File: src/oversampling_pkg.sv
// Shared constants and types of the oversampling averaging filter
package oversampling_pkg;

    // Result coding
    localparam int RESULT_W  = 18;
    localparam int CHANNELS  = 8;
    localparam int RATIO_W   = 3;
    localparam int MAX_SHIFT = 6;
    localparam int ACC_W     = RESULT_W + MAX_SHIFT;
    localparam int COUNT_W   = MAX_SHIFT + 1;
    localparam logic [RATIO_W-1:0] RATIO_NONE    = 3'h0;
    localparam logic [RATIO_W-1:0] RATIO_INVALID = 3'h7;

    // Code step = span / 2**18, in units of 0.0001 uV
    localparam int LSB_WIDE_UV_E4   = 762950;
    localparam int LSB_NARROW_UV_E4 = 381475;

    // Sample slot timing: 500 kSPS per channel without averaging
    localparam int CLK_PERIOD_NS    = 100;
    localparam int SAMPLE_PERIOD_NS = 2000;
    localparam int SLOT_CYCLES      = (SAMPLE_PERIOD_NS + CLK_PERIOD_NS - 1) / CLK_PERIOD_NS;

    // Register map (byte addresses)
    localparam int          ADDR_W        = 12;
    localparam logic [11:0] CTRL_OFFSET   = 12'h000;
    localparam logic [11:0] STATUS_OFFSET = 12'h004;
    localparam logic [11:0] RESULT_BASE   = 12'h020;
    localparam logic [11:0] RESULT_END    = 12'h040;

    // Control fields
    localparam int          CTRL_RATIO_LSB  = 0;
    localparam int          CTRL_RANGE_BIT  = 3;
    localparam int          CTRL_REFERENCE_SOURCE_SELECT_BIT = 4;
    localparam logic [31:0] CTRL_MASK       = 32'h0000_001f;
    localparam logic [31:0] CTRL_RESET      = 32'h0000_0010;

    // Status fields
    localparam int STATUS_BUSY_BIT    = 0;
    localparam int STATUS_INVALID_BIT = 1;
    localparam int STATUS_DONE_BIT    = 2;

    typedef enum logic [2:0] {
        ST_IDLE    = 3'b001,
        ST_CONVERT = 3'b010,
        ST_SLOT    = 3'b100
    } phase_type;

endpackage

File: src/oversampling_average_filter.sv
// Oversampling averaging filter with APB register access

module oversampling_average_filter #(
    parameter int CHANNELS    = oversampling_pkg::CHANNELS,
    parameter int SLOT_CYCLES = oversampling_pkg::SLOT_CYCLES
) (
    input  wire logic                                        ref_clk,
    input  wire logic                                        rstn,
    input  wire logic [oversampling_pkg::ADDR_W-1:0]         paddr,
    input  wire logic                                        psel,
    input  wire logic                                        penable,
    input  wire logic                                        pwrite,
    input  wire logic [31:0]                                 pwdata,
    output logic      [31:0]                                 prdata,
    output logic                                             pready,
    output logic                                             pslverr,
    input  wire logic                                        convert_start_group_a,
    input  wire logic                                        convert_start_group_b,
    input  wire logic                                        core_done,
    input  wire logic [CHANNELS*oversampling_pkg::RESULT_W-1:0] core_data,
    output logic                                             core_convert,
    output logic                                             conversion_busy,
    output logic                                             bandgap_enable,
    output logic                                             reference_io_oe,
    output logic                                             ref_buffer_enable,
    output logic                                             range_10v
);
    localparam int RW  = oversampling_pkg::RESULT_W;
    localparam int CW  = oversampling_pkg::COUNT_W;
    localparam int GAP_LIMIT = SLOT_CYCLES - 1;

    // Gap counter is eight bits and saturates
    if (CHANNELS < 1 || CHANNELS > 8 || SLOT_CYCLES < 2 || SLOT_CYCLES > 256) begin : g_check
        $error("oversampling_average_filter parameters out of range");
    end

    // Wide span is twice the narrow one, and so is its code step
    if (oversampling_pkg::LSB_WIDE_UV_E4 != 2 * oversampling_pkg::LSB_NARROW_UV_E4) begin : g_lsb_check
        $error("code step constants disagree");
    end

    typedef struct packed {
        logic [1:0]                  sync_a;
        logic [1:0]                  sync_b;
        logic                        start_prev;
        oversampling_pkg::phase_type phase;
        logic [CW-1:0]               samples;
        logic [2:0]                  shift;
        logic [31:0]                 ctrl;
        logic                        busy;
        logic                        invalid;
        logic                        done;
        logic                        convert;
        logic                        pready;
        logic                        pslverr;
        logic [31:0]                 prdata;
        logic                        bandgap;
        logic                        ref_oe;
        logic                        buffer_en;
        logic                        range;
        logic [7:0]                  gap;
    } filter_state_type;

    localparam filter_state_type RESET_STATE = '{
        phase:     oversampling_pkg::ST_IDLE,
        ctrl:      oversampling_pkg::CTRL_RESET,
        bandgap:   1'b1,
        ref_oe:    1'b1,
        buffer_en: 1'b1,
        default:   '0
    };

    filter_state_type              st_q;
    filter_state_type              st_d;
    logic [CHANNELS-1:0][RW-1:0]   results;
    logic                          slot_open;
    logic                          start_level;
    logic                          start_rise;
    logic                          take_sample;
    logic                          last_sample;
    logic                          begin_seq;
    logic [2:0]                    ratio;
    logic [2:0]                    ratio_shift;
    logic [CW-1:0]                 target;
    logic                          access;
    logic                          is_result;
    logic [11:0]                   result_off;
    logic [2:0]                    result_idx;

    // Both groups come from one host signal while averaging
    assign start_level = st_q.sync_a[1] & st_q.sync_b[1];
    assign start_rise  = start_level & ~st_q.start_prev;

    assign ratio       = st_q.ctrl[oversampling_pkg::CTRL_RATIO_LSB +: 3];
    // Invalid pattern falls back to single samples rather than hanging
    assign ratio_shift = (ratio == oversampling_pkg::RATIO_INVALID) ? oversampling_pkg::RATIO_NONE : ratio;
    assign target      = CW'(1) << st_q.shift;
    assign last_sample = (st_q.samples == target - 1'b1);

    assign begin_seq   = (st_q.phase == oversampling_pkg::ST_IDLE) && start_rise;
    assign take_sample = (st_q.phase == oversampling_pkg::ST_CONVERT) && core_done;

    assign access     = psel & penable & ~st_q.pready;
    assign result_off = paddr - oversampling_pkg::RESULT_BASE;
    assign result_idx = result_off[4:2];
    assign is_result  = (paddr >= oversampling_pkg::RESULT_BASE) && (paddr < oversampling_pkg::RESULT_END)
                        && (32'(result_idx) < CHANNELS);

    genvar ch;
    for (ch = 0; ch < CHANNELS; ch++) begin : g_chan
        channel_average #(
            .RESULT_W  (RW),
            .MAX_SHIFT (oversampling_pkg::MAX_SHIFT)
        ) u_chan (
            .ref_clk  (ref_clk),
            .rstn     (rstn),
            .clear    (begin_seq),
            .add      (take_sample),
            .last     (last_sample),
            .shift    (st_q.shift),
            .sample   (core_data[ch*RW +: RW]),
            .result_q (results[ch])
        );
    end

    slot_timer #(
        .SLOT_CYCLES (SLOT_CYCLES)
    ) u_slot (
        .ref_clk     (ref_clk),
        .rstn        (rstn),
        .restart     (st_d.convert),
        .slot_open_q (slot_open)
    );

    always_comb begin
        st_d            = st_q;
        st_d.sync_a     = {st_q.sync_a[0], convert_start_group_a};
        st_d.sync_b     = {st_q.sync_b[0], convert_start_group_b};
        st_d.start_prev = start_level;
        st_d.convert    = 1'b0;
        st_d.pready     = 1'b0;
        st_d.pslverr    = 1'b0;
        st_d.gap        = st_q.convert ? 8'h00 : (&st_q.gap ? st_q.gap : st_q.gap + 8'h01);

        unique case (st_q.phase)
            oversampling_pkg::ST_IDLE: begin
                if (start_rise) begin
                    st_d.shift   = ratio_shift;
                    st_d.invalid = (ratio == oversampling_pkg::RATIO_INVALID);
                    st_d.samples = '0;
                    st_d.busy    = 1'b1;
                    st_d.convert = 1'b1;
                    st_d.phase   = oversampling_pkg::ST_CONVERT;
                end
            end
            oversampling_pkg::ST_CONVERT: begin
                if (core_done) begin
                    if (last_sample) begin
                        // Results land on the same edge busy falls
                        st_d.busy  = 1'b0;
                        st_d.done  = 1'b1;
                        st_d.phase = oversampling_pkg::ST_IDLE;
                    end else begin
                        st_d.samples = st_q.samples + 1'b1;
                        st_d.phase   = oversampling_pkg::ST_SLOT;
                    end
                end
            end
            oversampling_pkg::ST_SLOT: begin
                // One slot per sample caps throughput at the base rate over the count
                if (slot_open) begin
                    st_d.convert = 1'b1;
                    st_d.phase   = oversampling_pkg::ST_CONVERT;
                end
            end
            default: begin
                st_d.phase = oversampling_pkg::ST_IDLE;
                st_d.busy  = 1'b0;
            end
        endcase

        if (access) begin
            st_d.pready = 1'b1;
            st_d.prdata = '0;
            if (paddr == oversampling_pkg::CTRL_OFFSET) begin
                st_d.prdata = st_q.ctrl;
            end else if (paddr == oversampling_pkg::STATUS_OFFSET) begin
                st_d.prdata[oversampling_pkg::STATUS_BUSY_BIT]    = st_q.busy;
                st_d.prdata[oversampling_pkg::STATUS_INVALID_BIT] = st_q.invalid;
                st_d.prdata[oversampling_pkg::STATUS_DONE_BIT]    = st_q.done;
                // A completion in this very cycle keeps the flag set
                if (!pwrite && !(take_sample && last_sample)) begin
                    st_d.done = 1'b0;
                end
            end else if (is_result) begin
                st_d.prdata[RW-1:0] = results[result_idx];
            end else begin
                st_d.pslverr = 1'b1;
            end
        end

        if (psel && penable && st_q.pready && pwrite && paddr == oversampling_pkg::CTRL_OFFSET) begin
            st_d.ctrl = pwdata & oversampling_pkg::CTRL_MASK;
        end

        st_d.bandgap   = st_q.ctrl[oversampling_pkg::CTRL_REFERENCE_SOURCE_SELECT_BIT];
        st_d.ref_oe    = st_q.ctrl[oversampling_pkg::CTRL_REFERENCE_SOURCE_SELECT_BIT];
        st_d.buffer_en = 1'b1;
        st_d.range     = st_q.ctrl[oversampling_pkg::CTRL_RANGE_BIT];
    end

    always_ff @(posedge ref_clk) begin
        if (!rstn) begin
            st_q <= RESET_STATE;
        end else begin
            st_q <= st_d;
        end
    end

    assign prdata            = st_q.prdata;
    assign pready            = st_q.pready;
    assign pslverr           = st_q.pslverr;
    assign core_convert      = st_q.convert;
    assign conversion_busy   = st_q.busy;
    assign bandgap_enable    = st_q.bandgap;
    assign reference_io_oe   = st_q.ref_oe;
    assign ref_buffer_enable = st_q.buffer_en;
    assign range_10v         = st_q.range;
endmodule // oversampling_average_filter

File: src/slot_timer.sv
// Internal sampling slot timer
module slot_timer #(
    parameter int SLOT_CYCLES = oversampling_pkg::SLOT_CYCLES
) (
    input  wire logic ref_clk,
    input  wire logic rstn,
    input  wire logic restart,
    output logic      slot_open_q
);
    localparam int CNT_W = $clog2(SLOT_CYCLES + 1);
    localparam logic [CNT_W-1:0] LAST = CNT_W'(SLOT_CYCLES - 1);
    localparam logic [CNT_W-1:0] OPEN = CNT_W'(SLOT_CYCLES - 2);

    if (SLOT_CYCLES < 2) begin : g_check
        $error("slot_timer needs at least two cycles per slot");
    end

    typedef struct packed {
        logic [CNT_W-1:0] cnt;
        logic             open;
    } timer_state_type;

    timer_state_type st_q;
    timer_state_type st_d;

    always_comb begin
        st_d = st_q;
        if (restart) begin
            st_d.cnt  = '0;
            st_d.open = 1'b0;
        end else begin
            if (st_q.cnt != LAST) begin
                st_d.cnt = st_q.cnt + 1'b1;
            end
            // Opens so that the next strobe lands one full slot after restart
            st_d.open = (st_q.cnt >= OPEN);
        end
    end

    always_ff @(posedge ref_clk) begin
        if (!rstn) begin
            st_q <= '0;
        end else begin
            st_q <= st_d;
        end
    end

    assign slot_open_q = st_q.open;
endmodule // slot_timer

File: src/channel_average.sv
// Per-channel accumulator and decimator
module channel_average #(
    parameter int RESULT_W  = oversampling_pkg::RESULT_W,
    parameter int MAX_SHIFT = oversampling_pkg::MAX_SHIFT
) (
    input  wire logic                 ref_clk,
    input  wire logic                 rstn,
    input  wire logic                 clear,
    input  wire logic                 add,
    input  wire logic                 last,
    input  wire logic [2:0]           shift,
    input  wire logic [RESULT_W-1:0]  sample,
    output logic      [RESULT_W-1:0]  result_q
);
    localparam int ACC_W = RESULT_W + MAX_SHIFT;

    if (MAX_SHIFT > 7 || RESULT_W < 2) begin : g_check
        $error("channel_average parameters out of range");
    end

    typedef struct packed {
        logic signed [ACC_W-1:0]    acc;
        logic        [RESULT_W-1:0] result;
    } chan_state_type;

    chan_state_type          st_q;
    chan_state_type          st_d;
    logic signed [ACC_W-1:0] sum;
    logic signed [ACC_W-1:0] mean;

    // Two's complement sample, sign extended into the accumulator
    assign sum  = st_q.acc + ACC_W'(signed'(sample));
    assign mean = sum >>> shift;

    always_comb begin
        st_d = st_q;
        if (clear) begin
            st_d.acc = '0;
        end else if (add) begin
            if (last) begin
                // Truncating divide keeps one 18-bit word per channel
                st_d.result = mean[RESULT_W-1:0];
                st_d.acc    = '0;
            end else begin
                st_d.acc = sum;
            end
        end
    end

    always_ff @(posedge ref_clk) begin
        if (!rstn) begin
            st_q <= '0;
        end else begin
            st_q <= st_d;
        end
    end

    assign result_q = st_q.result;
endmodule // channel_average

File: config.mk
export PLATFORM = sky130hd
export DESIGN_NAME = oversampling_average_filter
export DESIGN_NICKNAME = d
export VERILOG_FILES = /design/src/oversampling_pkg.sv /design/src/oversampling_average_filter.sv /design/src/slot_timer.sv /design/src/channel_average.sv
export SDC_FILE = /design/constraint.sdc
export NUM_CORES = 2
export LEC_CHECK = 0
export BUFFER_PORTS_ARGS = -buffer_cell sky130_fd_sc_hd__buf_2
export CAP_MARGIN = 25
export CORE_UTILIZATION = 50
export CTS_CLUSTER_SIZE = 30
export DETAILED_ROUTE_END_ITERATION = 6
export PLACE_DENSITY_LB_ADDON = 0.15
export SYNTH_ARGS = -nofsm -noshare
export SYNTH_HDL_FRONTEND = slang
export SYNTH_HIERARCHICAL = 1
export SYNTH_SLANG_ARGS = --single-unit
File: constraint.sdc
create_clock -name ref_clk -period 3.9 [get_ports ref_clk]
set_input_delay 1.17 -clock ref_clk [delete_from_list [all_inputs] [get_ports ref_clk]]
set_output_delay 1.17 -clock ref_clk [all_outputs]
set_load 0.005 [all_outputs]
==> summary.md <==
| Metric | Value |
|---|---|
| Outcome | `complete, no violations` |
| Worst-Skew Late Latency | `610 ps` |
| Max Fanout on Critical Path | `4` |
| Period Utilization, post-route | `90.2%` |
| Placed insts | `5,147` |
| Final core utilization | `56.3%` |
| Clock Skews | `29.9 ps` |
| RSZ-0062 raised after global routing | `no` |
| Root Driver | `clkbuf_16` |
| TNS Setup | `0 ps` |
| Post-Syn Area per Cell | `between 8 and 9 um2` |
| Total Routing Usage GR | `about 29%` |
| First-iteration detailed-routing DRC count | `2,498` |
| Num CTS Buffers | `48` |
| Sequential area share after synthesis | `22.8%` |
| Layout cells sized above 1 | `20.2%` |
| Synth top area share | `22.8%` |
| Worst reg2reg endpoint | `g_chan[6].u_chan/result_q[14]$_SDFFE_PN0P_` |
| Yosys top cell by area | `dfxtp_1` |
| CTS Sinks | `just under 400` |
| Post-synth EDFFs | `0` |
| CP Launch Point | `core_data[0]` |
| Leak | `~16 nW` |
| Initial Util | `50.8%` |
| DRT antenna net count | `0` |
| # hold bufs at CTS | `0` |
| DRC Markers | `0` |
| Final hold viol count | `0` |
| Via density | `between 6 and 7` |
| Max IR drop VDD | `365 uV` |
| Number of port buffers | `just under 200` |
| Post-CTS setup buffer count | `0` |
| First-pass GRT wire length | `approximately 160 mm` |
| HP Class | `reg -> reg` |
| Final min period | `about 3500 ps` |
| Row count | `95` |
| GR Util met2 | `45.4%` |
| Io pins | `236` |
| Worst path slowest cell | `fa_1` |
| Rel. slew slack | `41.1%` |
| Critical path class | `in -> reg` |
| R2R cell count | `11` |
| Area grow syn2layout | `10.7%` |
| Arr. time, crit path | `4010 ps` |
| Post-DP HPWL | `77.6 mm` |
| Area contributors post-synth | `dfxtp_1 23%, mux4_2 7.1%, ha_1 6.8%` |
| Max-cap violations | `0` |
| Clock Path Buffers | `3` |
| FF-to-FF Start | `st_q[86]$_SDFFE_PN0P_` |
| H-tree depth | `2` |
| Initial antenna violation count | `1` |
| Post-synth cell types | `between 100 and 150` |
| CP max stage delay | `400 ps` |
| Tightest Pin Transition | `~880 ps` |
| Synth Cell Area | `0.0344 mm2` |
| Grt total ovfl | `0` |
| Maximum clock rate | `284 MHz` |
| Final setup margin | `between 300 and 400 ps` |
| Core ar. | `0.0676 mm2` |
| #FFs+latches synth | `391` |
| Routed wire length | `103 mm` |
| Diode count | `0` |
| Initial DRT Pass Iterations | `6` |
| Number of global-route vias before repair | `29,969` |
| Nets | `4,715` |
| YS warnings | `6` |
| Grt peak-use layer | `met2` |
| Crit-path cells | `buf_2 -> ha_1 -> fa_1 -> a21o_1 -> a221oi_4 -> o22ai_4 -> o31a_1 -> xnor2_1 -> buf_4 -> nor2_1 -> or3b_1 -> a221o_1` |
| Number of cells produced by synthesis | `4,197` |
| Startpoint type of the worst setup path | `input pin` |
| Critical Path Sink Type | `flop` |
| Die Height | `264 um` |
| Final std cells w/o fill | `5,234` |
| Met1 usage | `40.7%` |
| Post_cts resized | `0` |
| Met3 Track Usage GR | `3.88%` |
| Synth async-reset ratio | `0%` |
| Max Transition Viols Final | `0` |
| Reg2Reg Setup Slack | `510 ps` |
| Pin count of the biggest net entering global routing | `141` |
| Vias | `around 32,000` |
| Power Dens Cells | `about 260 mW/mm2` |
| Gp weighted congestion | `0.952` |
| Register clock-pin slew on the reported worst setup and hold paths | `60 ps` |
| Total die area | `~0.070 mm2` |
| Setup WS pre-CTS | `-206 ps` |
| Critical Path End | `g_chan[0].u_chan/result_q[11]$_SDFFE_PN0P_` |
| Die width | `264 um` |
| Most frequently used flop master after synthesis | `dfxtp_1` |
| WP data required | `4390 ps` |
| Final setup viols | `0` |
| Per-cell routed wire length | `19.7 um` |
| CTS tree | `yes` |
[power by group]
part / leakage, nW / internal [W] / total (W) / switching, W
logic: 12.1 / 0.000561 / 0.00132 / 0.000758
registers: 3.15 / 0.00400 / 0.00401 / 0.0000112
clock network: 0.809 / 0.00285 / 0.00475 / 0.00190
[cell usage after synthesis (100+ instances only)]
master	count
nor2_1	445
dfxtp_1	391
a21oi_1	344
nand2_1	327
buf_4	192
ha_1	187
clkbuf_1	172
nand3_1	146
o21ai_0	139
nor2b_1	127
mux4_2	109
xnor2_1	109
a22oi_1	100
[metal layers]
layer | share of wire, % | up-vias | routed length [um]
li1 | - | 15750 | -
met1 | 46 | 15222 | 47700
met2 | 45 | 937 | 46300
met3 | 6.3 | 163 | 6500
met4 | 2.7 | 0 | 2760
met5 | 0 | - | 0
[cell type report]
cell class / count / area [um2]
Clock inverter: 21 / 268
Sequential cell: 391 / 7840
Inverter: 68 / 255
Tap cell: 873 / 1090
Clock buffer: 66 / 1370
Timing Repair Buffer: 500 / 3360
Multi-Input combinational cell: 3315 / 23900
Fill cell: 6417 / 29600
[critical path: cells and delay by family]
family	cells	cell delay (ps)
buf+inv	2	260
simple gates	2	430
compound gates	5	1410
xor+xnor	1	150
fa+ha+maj	2	590
[cells by family after synthesis]
family	count (synthesis)	synth area share, %
XOR/XNOR	178	4.62
other	2	0.0218
multiplexers	221	10.6
adder cells (fa/ha/maj)	195	7.27
flip-flops	391	22.8
buffers and inverters	504	7.97
AND/OR/NAND/NOR	1433	20.7
AO/OA/AOI/OAI	1273	26.1
[per-stage QoR]
step / hold slack [ps] / total power (W) / instance area [um2]
finish: 433 / 0.0101 / 38100
global route: 455 / 0.0104 / 38100
CTS: 435 / 0.0102 / 38100
detailed placement: 421 / 0.00540 / 36400
global placement: 418 / 0.00540 / 36400
floorplan: 412 / 0.00493 / 34400
[worst min path at each step]
stage / startpoint / to / cells after the start
after detailed placement: st_d[99]$_SDFF_PN0_ / st_q[99]$_SDFF_PN0_ / 1
after CTS: st_d[99]$_SDFF_PN0_ / st_q[99]$_SDFF_PN0_ / 1
final: st_d[99]$_SDFF_PN0_ / st_q[99]$_SDFF_PN0_ / 1
after floorplan: st_d[97]$_SDFF_PN0_ / st_q[97]$_SDFF_PN0_ / 1
after global placement: st_d[99]$_SDFF_PN0_ / st_q[99]$_SDFF_PN0_ / 1
after global routing: st_d[99]$_SDFF_PN0_ / st_q[99]$_SDFF_PN0_ / 1
[state kept, by name, indices dropped and copies added (netlist names)]
signal,flops
reference_io_oe,1
u_slot/slot_open_q,1
range_10v,1
prdata,18
core_convert,1
pready,1
pslverr,1
g_chan.u_chan/st_q,192
conversion_busy,1
ratio,3
g_chan.u_chan/result_q,144
st_q,18
st_d,4
u_slot/st_q,5
[layout by cell type, fill, tap and decap left out, types with 49 or more instances in the layout]
cell / instances
a21oi_1: 344
nand2_1: 327
a211oi_1: 60
o211ai_1: 62
dfxtp_1: 388
nand3_1: 146
buf_2: 192
nor2b_1: 127
ha_1: 187
mux2i_1: 67
clkbuf_16: 49
inv_1: 59
o21ai_0: 139
xor2_1: 65
xnor2_1: 109
a21o_1: 69
a22oi_1: 100
nor2_1: 445
buf_4: 300
mux4_2: 109
and3_1: 52
(Power assumes the default switching activity.)
